`config.mk`:
```
export PLATFORM = sky130hd
export DESIGN_NAME = apmc_cfg
export DESIGN_NICKNAME = d
export VERILOG_FILES = /design/src/rtl/apmc_pkg.sv /design/src/rtl/apmc_cfg.sv /design/src/rtl/apmc_clk_div.sv
export SDC_FILE = /design/constraint.sdc
export NUM_CORES = 1
export LEC_CHECK = 0
export BUFFER_PORTS_ARGS = -buffer_cell sky130_fd_sc_hd__buf_2
export CORE_ASPECT_RATIO = 0.75
export CORE_MARGIN = 1.5
export CORE_UTILIZATION = 52
export CTS_CLUSTER_SIZE = 28
export DETAILED_ROUTE_END_ITERATION = 10
export GPL_ROUTABILITY_DRIVEN = 0
export GPL_TIMING_DRIVEN = 0
export PLACE_DENSITY = 0.8
export SLEW_MARGIN = 20
export SYNTH_ARGS = -nofsm -noshare
export SYNTH_HDL_FRONTEND = slang
export SYNTH_SLANG_ARGS = --single-unit
```
`constraint.sdc`:
```
create_clock -name clock -period 3 [get_ports clock]
set_input_delay 0 -clock clock [delete_from_list [all_inputs] [get_ports clock]]
set_output_delay 0 -clock clock [all_outputs]
set_load 0.05 [all_outputs]
```
`src/rtl/apmc_pkg.sv`:
```
`default_nettype none
package apmc_pkg;

  localparam logic [3:0]  APMC_CFG_OFFSET   = 4'h0;
  localparam logic [3:0]  APMC_STAT_OFFSET  = 4'h1;
  localparam logic [15:0] APMC_CFG_RESET    = 16'h1800;
  localparam logic [15:0] APMC_CFG_WMASK    = 16'hff7f;
  localparam int          APMC_OT_LSB       = 13;
  localparam int          APMC_OC_LSB       = 10;
  localparam int          APMC_FREQ_LSB     = 8;
  localparam int          APMC_SRC_LSB      = 0;
  localparam int          APMC_STAT_ERR_BIT = 8;

  // monitor output frequencies in hertz (tenths of khz scaled)
  localparam int          APMC_CLK_HZ       = 25000000;
  localparam int          APMC_F0_HZ        = 13900;
  localparam int          APMC_F1_HZ        = 27800;
  localparam int          APMC_F2_HZ        = 55700;
  localparam int          APMC_F3_HZ        = 111400;
  // half periods in cycles, rounded down
  localparam logic [10:0] APMC_HALF0 = 11'(APMC_CLK_HZ / (2 * APMC_F0_HZ));
  localparam logic [10:0] APMC_HALF1 = 11'(APMC_CLK_HZ / (2 * APMC_F1_HZ));
  localparam logic [10:0] APMC_HALF2 = 11'(APMC_CLK_HZ / (2 * APMC_F2_HZ));
  localparam logic [10:0] APMC_HALF3 = 11'(APMC_CLK_HZ / (2 * APMC_F3_HZ));

  typedef struct packed {
    logic [2:0] overtemp_en;   // inputs 1,3,5
    logic [2:0] overcurrent_en; // inputs 2,4,6
    logic [1:0] monitor_output_freq_sel;
    logic [6:0] monitor_src;   // die temp,6,4,2,5,3,1
  } apmc_cfg_t;

  typedef struct packed {
    logic [3:0]  addr;
    logic [15:0] wdata;
    logic        wr;
    logic        rd;
  } apmc_bus_t;

endpackage
`default_nettype wire

```
`src/rtl/apmc_cfg.sv`:
```
`timescale 1ns/1ps
`default_nettype none
module apmc_cfg
  import apmc_pkg::*;
(
  input  wire logic        clock,
  input  wire logic        reset_n,
  input  wire logic        clk_en,
  input  wire logic [3:0]  reg_addr,
  input  wire logic [15:0] reg_wdata,
  input  wire logic        reg_wr,
  input  wire logic        reg_rd,
  output logic [15:0]      reg_rdata,
  output apmc_cfg_t        cfg,
  output logic [2:0]       src_index,
  output logic             src_valid,
  output logic             monitor_clk
);

  // field registers and their next values
  logic [2:0]  overtemp_reg;
  logic [2:0]  overtemp_next;
  logic [2:0]  overcurrent_reg;
  logic [2:0]  overcurrent_next;
  logic [1:0]  freq_reg;
  logic [1:0]  freq_next;
  logic [6:0]  src_reg;
  logic [6:0]  src_next;

  // registered read data and its next value
  logic [15:0] rdata_reg;
  logic [15:0] rdata_next;

  // bus requests count only while the clock enable is high
  wire logic        wr_take  = clk_en && reg_wr;
  wire logic        rd_take  = clk_en && reg_rd;

  // address decode; status and unmapped writes fall away
  wire logic        hit_cfg  = (reg_addr == APMC_CFG_OFFSET);
  wire logic        hit_stat = (reg_addr == APMC_STAT_OFFSET);
  wire logic        cfg_wr   = wr_take && hit_cfg;
  wire logic        cfg_rd   = rd_take && hit_cfg;
  wire logic        stat_rd  = rd_take && hit_stat;

  // write data with the reserved bit cleared
  wire logic [15:0] wdata_kept = reg_wdata & APMC_CFG_WMASK;

  // write data split into its fields
  wire logic [2:0]  wr_overtemp    = wdata_kept[APMC_OT_LSB +: 3];
  wire logic [2:0]  wr_overcurrent = wdata_kept[APMC_OC_LSB +: 3];
  wire logic [1:0]  wr_freq        = wdata_kept[APMC_FREQ_LSB +: 2];
  wire logic [6:0]  wr_src         = wdata_kept[APMC_SRC_LSB +: 7];

  // next values: each field holds unless a write hits the register
  assign overtemp_next    = cfg_wr ? wr_overtemp    : overtemp_reg;
  assign overcurrent_next = cfg_wr ? wr_overcurrent : overcurrent_reg;
  assign freq_next        = cfg_wr ? wr_freq        : freq_reg;
  assign src_next         = cfg_wr ? wr_src         : src_reg;

  // over-temperature enables, all off after reset
  always_ff @(posedge clock or negedge reset_n) begin
    if (!reset_n) begin
      overtemp_reg <= APMC_CFG_RESET[APMC_OT_LSB +: 3];
    end else if (clk_en) begin
      overtemp_reg <= overtemp_next;
    end
  end

  // overcurrent enables, inputs 2 and 4 on after reset
  always_ff @(posedge clock or negedge reset_n) begin
    if (!reset_n) begin
      overcurrent_reg <= APMC_CFG_RESET[APMC_OC_LSB +: 3];
    end else if (clk_en) begin
      overcurrent_reg <= overcurrent_next;
    end
  end

  // monitor frequency code, slowest after reset
  always_ff @(posedge clock or negedge reset_n) begin
    if (!reset_n) begin
      freq_reg <= APMC_CFG_RESET[APMC_FREQ_LSB +: 2];
    end else if (clk_en) begin
      freq_reg <= freq_next;
    end
  end

  // monitor source selects, none after reset
  always_ff @(posedge clock or negedge reset_n) begin
    if (!reset_n) begin
      src_reg <= APMC_CFG_RESET[APMC_SRC_LSB +: 7];
    end else if (clk_en) begin
      src_reg <= src_next;
    end
  end

  // per-input protection enables
  wire logic        input1_overtemp_enable    = overtemp_reg[2];    // bit 15
  wire logic        input3_overtemp_enable    = overtemp_reg[1];    // bit 14
  wire logic        input5_overtemp_enable    = overtemp_reg[0];    // bit 13
  wire logic        input2_overcurrent_enable = overcurrent_reg[2]; // bit 12
  wire logic        input4_overcurrent_enable = overcurrent_reg[1]; // bit 11
  wire logic        input6_overcurrent_enable = overcurrent_reg[0]; // bit 10

  // per-source monitor selects
  wire logic        monitor_src_input1   = src_reg[0]; // bit 0
  wire logic        monitor_src_input3   = src_reg[1]; // bit 1
  wire logic        monitor_src_input5   = src_reg[2]; // bit 2
  wire logic        monitor_src_input2   = src_reg[3]; // bit 3
  wire logic        monitor_src_input4   = src_reg[4]; // bit 4
  wire logic        monitor_src_input6   = src_reg[5]; // bit 5
  wire logic        monitor_src_die_temp = src_reg[6]; // bit 6

  // select vector in register order, bit 0 first
  wire logic [6:0]  src = {monitor_src_die_temp, monitor_src_input6, monitor_src_input4, monitor_src_input2,
                           monitor_src_input5, monitor_src_input3, monitor_src_input1};

  // field outputs
  assign cfg = '{overtemp_en:             {input1_overtemp_enable, input3_overtemp_enable,
                                           input5_overtemp_enable},
                 overcurrent_en:          {input2_overcurrent_enable, input4_overcurrent_enable,
                                           input6_overcurrent_enable},
                 monitor_output_freq_sel: freq_reg,
                 monitor_src:             src};

  // lowest set select isolated; it wins if several are set
  wire logic [6:0]  lowest_sel   = src & (~src + 7'h01);
  wire logic [2:0]  lowest_index = {lowest_sel[4] | lowest_sel[5] | lowest_sel[6],
                                    lowest_sel[2] | lowest_sel[3] | lowest_sel[6],
                                    lowest_sel[1] | lowest_sel[3] | lowest_sel[5]};

  // source present flag and index, 7 when nothing is selected
  assign src_valid = |src;
  assign src_index = src_valid ? lowest_index : 3'h7;

  // more than one select bit set
  wire logic [6:0]  src_low  = src & (src - 7'h01);
  wire logic        multi    = |src_low;

  // register as software reads it; reserved bit always zero
  wire logic [15:0] cfg_view    = {overtemp_reg, overcurrent_reg, freq_reg, 1'b0, src_reg};

  // status word: multiple-select flag above the source index
  wire logic [15:0] status_view = (16'(multi) << APMC_STAT_ERR_BIT) | {13'h0000, src_index};

  // read mux; unmapped reads and idle cycles return zero
  assign rdata_next = cfg_rd  ? cfg_view :
                      stat_rd ? status_view :
                      16'h0000;

  // read data stands for the one cycle after the strobe
  always_ff @(posedge clock or negedge reset_n) begin
    if (!reset_n) begin
      rdata_reg <= 16'h0000;
    end else if (clk_en) begin
      rdata_reg <= rdata_next;
    end
  end

  assign reg_rdata = rdata_reg;

  // frequency code decode into a half period in clock cycles
  wire logic        freq_is0 = (freq_reg == 2'h0);
  wire logic        freq_is1 = (freq_reg == 2'h1);
  wire logic        freq_is2 = (freq_reg == 2'h2);
  wire logic [10:0] half     = freq_is0 ? APMC_HALF0 :
                               freq_is1 ? APMC_HALF1 :
                               freq_is2 ? APMC_HALF2 :
                               APMC_HALF3;

  // monitor timebase, idle when no source selected
  apmc_clk_div u_div (
    .clock       (clock),
    .reset_n     (reset_n),
    .clk_en      (clk_en),
    .run         (src_valid),
    .half_period (half),
    .wave        (monitor_clk)
  );

endmodule
`default_nettype wire

```
`src/rtl/apmc_clk_div.sv`:
```
`timescale 1ns/1ps
`default_nettype none
// square wave generator with a selectable half period
module apmc_clk_div
  import apmc_pkg::*;
(
  input  wire logic        clock,
  input  wire logic        reset_n,
  input  wire logic        clk_en,
  input  wire logic        run,
  input  wire logic [10:0] half_period,
  output logic             wave
);

  logic [10:0] count_reg;
  logic        wave_reg;
  wire  logic  wrap = (count_reg >= half_period - 11'h001);

  // count and toggle; idle low while not running
  always_ff @(posedge clock or negedge reset_n) begin
    if (!reset_n) begin
      count_reg <= 11'h000;
      wave_reg  <= 1'b0;
    end else if (clk_en) begin
      if (!run) begin
        count_reg <= 11'h000;
        wave_reg  <= 1'b0;
      end else if (wrap) begin
        count_reg <= 11'h000;
        wave_reg  <= ~wave_reg;
      end else begin
        count_reg <= count_reg + 11'h001;
      end
    end
  end

  assign wave = wave_reg;

endmodule
`default_nettype wire

```
# Word level (Yosys, flattened, before mapping)
# Index checks and enable logic that the tools add are counted.
word_totals:
  out_inout_bits: 36
  reg_bits: 43
  input_bits: 25
  n_memories: 0
  ram_bits: 0
  wordCells: 48
  rom_bits: 0
  latchBits: 0
op_classes:
  n_shift: 0
  n_eq_ne: 4
  bitwise: 11
  n_div: 0
  add_sub_neg: 4
  reduce_logical: 11
  mux: 10
  multipliers: 0
  order_cmp: 1
op_table:
  columns: ["operator", "count"]
  rows:
  - ["$mux 11", 3]
  - ["$mux 9", 2]
  - ["$mux 16", 1]
  - ["$and 7x7->7", 2]
  - ["$reduce_or 7->1", 2]
  - ["$add 11x1->11 const B", 1]
  - ["$ge 11x11->1", 1]
  - ["$sub 11x1->11 const B", 1]
  - ["$or 9x3->9", 1]
  - ["$mux 8", 1]
  - ["$add 7x1->7 const B", 1]
  - ["$not 7->7", 1]
  - ["$sub 7x1->7 const B", 1]
  - ["$or 1x1->1", 6]
  - ["$logic_and 1x1->1", 5]
  - ["$eq 4x1->1 const B", 1]
  - ["$logic_not 4->1", 1]
  - ["$reduce_and 2->1", 2]
  - ["$mux 3", 1]
  - ["$eq 2x1->1 const B", 1]
  - ["$eq 2x2->1 const B", 1]
  - ["$logic_not 2->1", 1]
  - ["$mux 1", 2]
  - ["$ne 2x1->1 const B", 1]
  - ["$not 1->1", 1]

# Logic depth before layout (Yosys ltp)
# Gate-level depths: netlist of the first run.
logic_depth:
  depth_word: 9
  ltp_mapped: 8
  mapped_depth_nobuf: 8

# Cells and area by module
# From an unflattened synthesis of the first run, not the netlist that was laid out.
unflattened:
  cells_unflattened: 222
  area_unflattened_um2: 2358.5
by_module_without_submodules:
  columns: ["mod", "cells_per_inst", "instances", "area_each_um2", "seq_area_each_um2"]
  rows:
  - ["apmc_cfg", 106, 1, 1322.5, 753.2]
  - ["apmc_clk_div", 116, 1, 1036.0, 300.3]

# Worst setup path before layout of the first run
# OpenSTA, ideal clock, no wires.
synth_timing:
  path_kind: "reg-to-reg"
  start: "reg freq_reg[1]"
  end: "reg u_div.wave_reg, in the netlist u_div.wave"
  setup_slack_ps: 625
  arrival_ps: 2250
  required_ps: 2875
  path_buffers: 0
  path_stages_with_launch: 9
  cell_sequence: "dfrtp_1 nor2_1 inv_1 ha_1 a21oi_1 nand2_1 a211oi_2 o22ai_4 mux2_4"
synth_via:
  elab_chain_cells: 8
  elab_cells_between_ends: 10
  classes_between: "add/sub (1); order compare (1); eq/ne (3); mux (3); reduce/logical (2)"
synth_rtl:
  columns: ["element", "line", "source"]
  rows:
  - ["start: declaration", "apmc_cfg.sv:25", "logic [1:0] freq_reg;"]
  - ["start signal: assignment", "apmc_cfg.sv:81", "freq_reg <= APMC_CFG_RESET[APMC_FREQ_LSB +: 2];"]
  - ["start signal: assignment", "apmc_cfg.sv:83", "freq_reg <= freq_next;"]
  - ["$eq 2x2->1", "apmc_cfg.sv:164", "wire logic freq_is2 = (freq_reg == 2'h2);"]
  - ["$mux 8", "apmc_cfg.sv:167", "freq_is2 ? APMC_HALF2 :"]
  - ["$mux 9", "apmc_cfg.sv:166", "freq_is1 ? APMC_HALF1 :"]
  - ["$mux 11 *", "apmc_cfg.sv:165", "wire logic [10:0] half = freq_is0 ? APMC_HALF0 :"]
  - ["$sub 11x1->11 *", "apmc_clk_div.sv:17", "wire logic wrap = (count_reg >= half_period - 11'h001);"]
  - ["$ge 11x11->1 *", "apmc_clk_div.sv:17", null]
  - ["$ne 2x1->1 (no line) *", null, null]
  - ["$reduce_and 2->1 (no line) *", null, null]
  - ["end signal: assignment", "apmc_clk_div.sv:30", "wave_reg <= ~wave_reg;"]
  - ["end: declaration", "apmc_clk_div.sv:16", "logic wave_reg;"]
# Mark *: on every way between the ends. The rest lies on a longest branch, timed or not.
# A chain may end at the register's enable or synchronous reset.

# Worst setup path after layout of the first run
# Same ends and word-level chain as after synthesis.

==> results.cfg, run 1 <==
[sta]
setup_viol_count_final = 0
worst_pin_slew_ps = 920
rsz0062_at_grt = false
drv_slew = 0
timing.final.crit_period_ps = 2450
slew_headroom = 0.387
hold_viol_final = 0
fin_crit_sh = 0.816
setup-tns-final_ps = 0
finalClockSkew_ps = 5.45
max_freq_mhz = 408
whs_ps = 108

[die]
start_util = 0.541
die_area_mm2 = 0.00459
die-width_um = 77.7
die_h_um = 59.1
rows = 20
top_level_ports = 61
core_area_mm2 = 0.00403

[synth]
yosysWarnings = 0
synth-seq-cells = 42
synth_top_cell_by_area = dfrtp_1
netlist_area_mm2 = 0.00218
ys.flop_type = dfrtp_1
synth-edff-count = 0
post_synth_inst_count = 205
syn-num-nets = 242
syn_avg_cell_area_um2 = 10.6
ys_seq_area_frac = 0.484
yosys-top-cells-area = dfrtp_1 46%, ha_1 6.9%, mux2_2 6.7%
ys_async_sr_fraction = 1.00
synth_cell_types = 42
synth_top_cell_area_share = 0.460

[run_status]
status = completed

[pwr]
seqPwrFrac = 0.409
p_sw_frac = 0.426
p_int_mw = 1.10
vdd_ir_drop_max_mv = 0.375
switchingPower_uw = 818
comb_power_share = 0.398
power.density_mw_per_mm2 = 689
p_leak_nw = 1.37
p_clk_frac = 0.193

[clock_network]
clkSlewWorstSetupHoldPaths_ps = 80
cts_resized = 0
cts_root_buf = clkbuf_8
clock_latency_ps = 290
cts_max_path_buffers = 2
cts_buffers = 5
cts_tree = built
cts.sinks = 42
htree_levels = 2

[cells_and_area]
layout_commonest_cell = buf_2
multi_input_area_mm2 = 0.00103
syn2layout_area_growth_pct = 28.0
num-fill-cells = 306
final_cell_mix = 59 x buf_2, 40 x dfrtp_1, 17 x nor2_1, 16 x dlygate4sd3_1, 13 x mux2_2
fin_nets = 323
largest_reg_flops = 15
seq_area_mm2 = 0.00105
diodes = 0
final_layout_size_suffix_gt1_frac = 0.317

[routing]
first_iter_violations = 152
vias_per_cell = 5.41
wl_mm = 5.16
routedWlPerCell_um = 15.1
ant_nets = 0
dr.pass1.iters = 4
routed-via-count = 1851
drcViolationCount = 0

[grt]
grt_antenna_before_repair = 0
grt_pass1_vias = 1800
grt_use_total = 0.241
grt-ovfl-total = 0
grt_max_degree = 43
grt_pass1_wl_mm = 8.55

[placed_design]
io_buffers = 58
dp_hpwl_mm = 3.54

[critical_path]
critPathLaunchType = flip-flop
critical_path_required_ps = 3180
worst_ep_arrival_time_ps = 2630
worstPathMaxFanout = 9
worstSetupPathType = reg2reg
r2r_setup_slack_ps = 550
endpoint_kind = flip-flop

[job]
cap_violations = 0

[hold_path]
hold_path.class = in2reg
[per-stage QoR]
| step | cell area, um2 | worst slack [ps] | instances | utilization | power (mW) |
|---|---|---|---|---|---|
| finish | 2790 | 551 | 342 | 0.692 | 1.92 |
| global route | 2790 | 387 | 342 | 0.692 | 2.04 |
| CTS | 2790 | 571 | 342 | 0.692 | 1.92 |
| detailed placement | 2540 | 583 | 318 | 0.630 | 1.54 |
| global placement | 2540 | 578 | 318 | 0.630 | 1.51 |
| floorplan | 2180 | 625 | 205 | - | 1.34 |
[power by group through the flow]
stage	logic, mW	registers, mW	clock network [mW]
floorplan	0.398	0.945	0
global placement	0.722	0.788	0
detailed placement	0.740	0.795	0
CTS	0.765	0.782	0.377
global route	0.836	0.803	0.404
finish	0.764	0.786	0.371
[cell usage after synthesis, drive strengths merged, types with 3 or more instances]
library cell / instances
dfrtp: 40
nor2: 17
mux2: 14
ha: 12
nand2: 12
a22o: 11
inv: 10
o21ai: 10
clkbuf: 9
nand3: 9
a21oi: 7
nand4: 5
nor3: 5
nor4: 4
xnor2: 4
a221o: 3
buf: 3
[cells by family after synthesis]
kind of cell | Yosys count | share of synthesized area
AOI/OAI and AO/OA | 41 | 0.141
muxes | 14 | 0.0741
and+or+nand+nor | 64 | 0.152
adders and majority gates | 14 | 0.0781
other | 2 | 0.00345
DFF | 42 | 0.484
buffers and inverters | 22 | 0.0437
xor gates and xnor gates | 6 | 0.0241
[critical path, stage by stage, from the launching register on]
cell	delay (ps)
dfrtp_1	490
nor2_1	200
inv_1	70
ha_1	300
a21oi_1	150
nand2_1	80
a211oi_2	530
o22ai_4	190
mux2_4	330
[worst paths after layout]
| path | start | to | cells past startpoint |
|---|---|---|---|
| max in group asynchronous | reset_n | src[6] | 2 |
| min | reg_rd | reg_rdata[0] | 3 |
| min in group asynchronous | reset_n | src[2] | 2 |
| min reg2reg | reg_rdata[2] | reg_rdata[2] | 1 |
| max reg2reg | freq_reg[1] | u_div.wave | 8 |
| max | freq_reg[1] | u_div.wave | 8 |
[repair_timing]
action | 4_1_cts | 5_1_grt
buffers inserted | 0 | 0
hold buffers | 16 | 0
endpoints found under the hold margin | 55 | 0
[metal layers]
metal	part of all wire	wire length (um)	GRT usage	vias to the layer above
li1	-	-	-	902
met1	0.46	2350	0.320	886
met2	0.48	2500	0.407	57
met3	0.047	243	0.0446	6
met4	0.013	65	0.0779	0
met5	0	0	0	-
[area by class of cell]
class | count | share of cell area
Buffer | 12 | 0.0206
Tap cell | 55 | 0.0247
Timing Repair Buffer | 74 | 0.162
Multi-Input combinational cell | 141 | 0.369
Sequential cell | 42 | 0.378
Clock inverter | 1 | 0.00179
Clock buffer | 7 | 0.0310
Inverter | 10 | 0.0135
No activity file was read; power rests on OpenSTA's default activity.
==> inputs of run 2 (changes only) <==
--- a/config.mk
+++ b/config.mk
@@ -8,12 +8,12 @@
 export BUFFER_PORTS_ARGS = -buffer_cell sky130_fd_sc_hd__buf_2
 export CORE_ASPECT_RATIO = 0.75
 export CORE_MARGIN = 1.5
-export CORE_UTILIZATION = 52
+export CORE_UTILIZATION = 47
 export CTS_CLUSTER_SIZE = 28
 export DETAILED_ROUTE_END_ITERATION = 10
 export GPL_ROUTABILITY_DRIVEN = 0
 export GPL_TIMING_DRIVEN = 0
-export PLACE_DENSITY = 0.8
+export PLACE_DENSITY = 0.76
 export SLEW_MARGIN = 20
 export SYNTH_ARGS = -nofsm -noshare
 export SYNTH_HDL_FRONTEND = slang
==> constraint.sdc (replaced) <==
create_clock -name clock -period 2.05 [get_ports clock]
set_input_delay 0 -clock clock [delete_from_list [all_inputs] [get_ports clock]]
set_output_delay 0 -clock clock [all_outputs]
set_load 0.05 [all_outputs]
==> run 2 against run 1 <==
Compared with the run above:
- non-clock buffer count is 15 higher
- highest routed layer unchanged
- critical endpoint unchanged
- die area is 10% higher
- cell count is 5.0% higher
- largest power group is now combinational cells
- via count is 3.5% higher
- wire length is 6.8% higher
==> results.cfg, run 2 (same netlist as run 1, synthesis figures left out) <==
[critical_path]
slowest_stage = dfrtp_2
cp_num_cells = 8
cp_cell_sequence = nor2_4 -> inv_2 -> ha_4 -> a21oi_2 -> nand2_2 -> a211oi_4 -> o22ai_4 -> mux2_4
slowest_delay_ps = 470
endpoint_kind = flip-flop
path_buf_inv = 1
cp_top_family = compound AO/OA/AOI/OAI gates
critical_path_required_ps = 2230
critPathLaunchType = flip-flop
worstPathMaxFanout = 5
r2r.worst_path.cells = 8
r2r_start = freq_reg[0]
worst_ep_arrival_time_ps = 2180
r2r_end = u_div.wave
r2r_setup_slack_ps = 60
critPathLaunch = freq_reg[0]
worstSetupPathType = reg2reg
cp-endpoint = u_div.wave

[cells_and_area]
final_cell_mix = 59 x buf_2, 34 x dfrtp_1, 17 x buf_4, 16 x nor2_1, 16 x dlygate4sd3_1
largest_reg_flops = 15
layout_commonest_cell = buf_2
fin_nets = 338
seq_area_mm2 = 0.00106
num-fill-cells = 371
design_area_mm2 = 0.00301
multi_input_area_mm2 = 0.00111
syn2layout_area_growth_pct = 38.4
final_layout_size_suffix_gt1_frac = 0.421
final_cells = 359
diodes = 0

[sta]
finalClockSkew_ps = 7.00
hold_viol_final = 0
layout_setup_ws_ps = 55.5
slew_headroom = 0.383
drv_slew = 0
timing.final.crit_period_ps = 1990
max_freq_mhz = 501
worst_pin_slew_ps = 925
rsz0062_at_grt = true
setup_viol_count_final = 0
fin_crit_sh = 0.973

[die]
start_util = 0.488
die_h_um = 62.0
top_level_ports = 61
core_area_mm2 = 0.00447
die-width_um = 81.6
die_area_mm2 = 0.00506
rows = 21

[grt]
grt_pass1_wl_mm = 8.11
grt_antenna_before_repair = 0
grt_max_degree = 43
grt-ovfl-total = 0
grt_pass1_vias = 1680
grt_use_total = 0.219

[routing]
wl_mm = 5.51
routed-via-count = 1915
ant_nets = 0
first_iter_violations = 123
vias_per_cell = 5.33
dr.pass1.iters = 4
routedWlPerCell_um = 15.3
drcViolationCount = 0

[placed_design]
dp_hpwl_mm = 3.56
pre_cts_ws_ps = -238
place_area_mm2 = 0.00255
io_buffers = 58
place_inst = 320

[clock_network]
cts_buffers = 5
cts_max_path_buffers = 2
htree_levels = 2
clkSlewWorstSetupHoldPaths_ps = 80
cts_root_buf = clkbuf_8
cts.sinks = 42
clock_latency_ps = 290
cts_tree = built

[pwr]
vdd_ir_drop_max_mv = 0.585
p_leak_nw = 1.46
power.density_mw_per_mm2 = 1050
total_power_mw = 3.16

[job]
cap_violations = 0

[run_status]
status = completed

[hold_path]
hold_path.class = in2reg
## run 2: cell count changes in the layout (fill, tap and decap cells not counted), moves of 2 or more
cell / previous run / this run
a21oi_1: 7 / 4
a21oi_2: 0 / 2
buf_4: 1 / 17
dfrtp_1: 40 / 34
dfrtp_2: 0 / 6
ha_1: 12 / 10
ha_4: 0 / 2
inv_1: 10 / 8
inv_2: 0 / 2
o21ai_0: 9 / 5
o21ai_1: 1 / 4
## run 2: worst min path at each step
stage / start / end / slack (ps) / depth (start not counted)
after floorplan: reset_n / freq_reg[0] / -300 / 0
after global placement: reset_n / u_div.count_reg[5] / 190 / 1
after detailed placement: reset_n / reg_rdata[10] / 190 / 1
after CTS: reg_rd / reg_rdata[0] / 90 / 3
after global routing: reg_rd / reg_rdata[0] / 140 / 3
final: reg_rd / reg_rdata[0] / 100 / 3
## run 2: routing by layer
| layer | global-route usage | share of wire | vias up |
|---|---|---|---|
| met3 | 0.0511 | 0.050 | 7 |
| li1 | - | - | 931 |
| met5 | 0 | 0 | - |
| met2 | 0.345 | 0.46 | 55 |
| met1 | 0.310 | 0.48 | 922 |
| met4 | 0.0533 | 0.011 | 0 |
## run 2: area by class of cell
cell class                 instances  area share
multi-input combinational        141       0.368
sequential                        42       0.352
timing repair buffer              91       0.193
clock buffer                       6      0.0241
tap                               57      0.0237
buffer                            10      0.0141
clock inverter                     2      0.0125
inverter                          10      0.0125
## run 2: metrics by stage
stage | hold WS, ps | utilization | TNS, ps
after floorplan | -296 | - | -224
after global placement | 192 | 0.572 | -474
after detailed placement | 188 | 0.572 | -538
after CTS | 92.7 | 0.656 | 0
after global routing | 139 | 0.675 | -275
final | 101 | 0.675 | 0
## run 2: where the power goes
group          leakage (nW)  internal, mW  switching (mW)
registers             0.535         0.968           0.194
logic                 0.873         0.517           0.825
clock network        0.0514         0.364           0.288
## run 2: tightest hold or removal path, delay by kind of cell
| kind | cells | cell delay [ps] |
|---|---|---|
| compound gates | 1 | 100 |
| buf+inv | 1 | 100 |
| simple gates | 1 | 150 |
## run 2: timing repair
item	4_1_cts	5_1_grt
endpoints found under the hold margin	55	0
buffers inserted	13	4
hold buffers	16	0
pin swaps	8	9
endpoints found under the setup margin	9	13
resized for setup	4	18
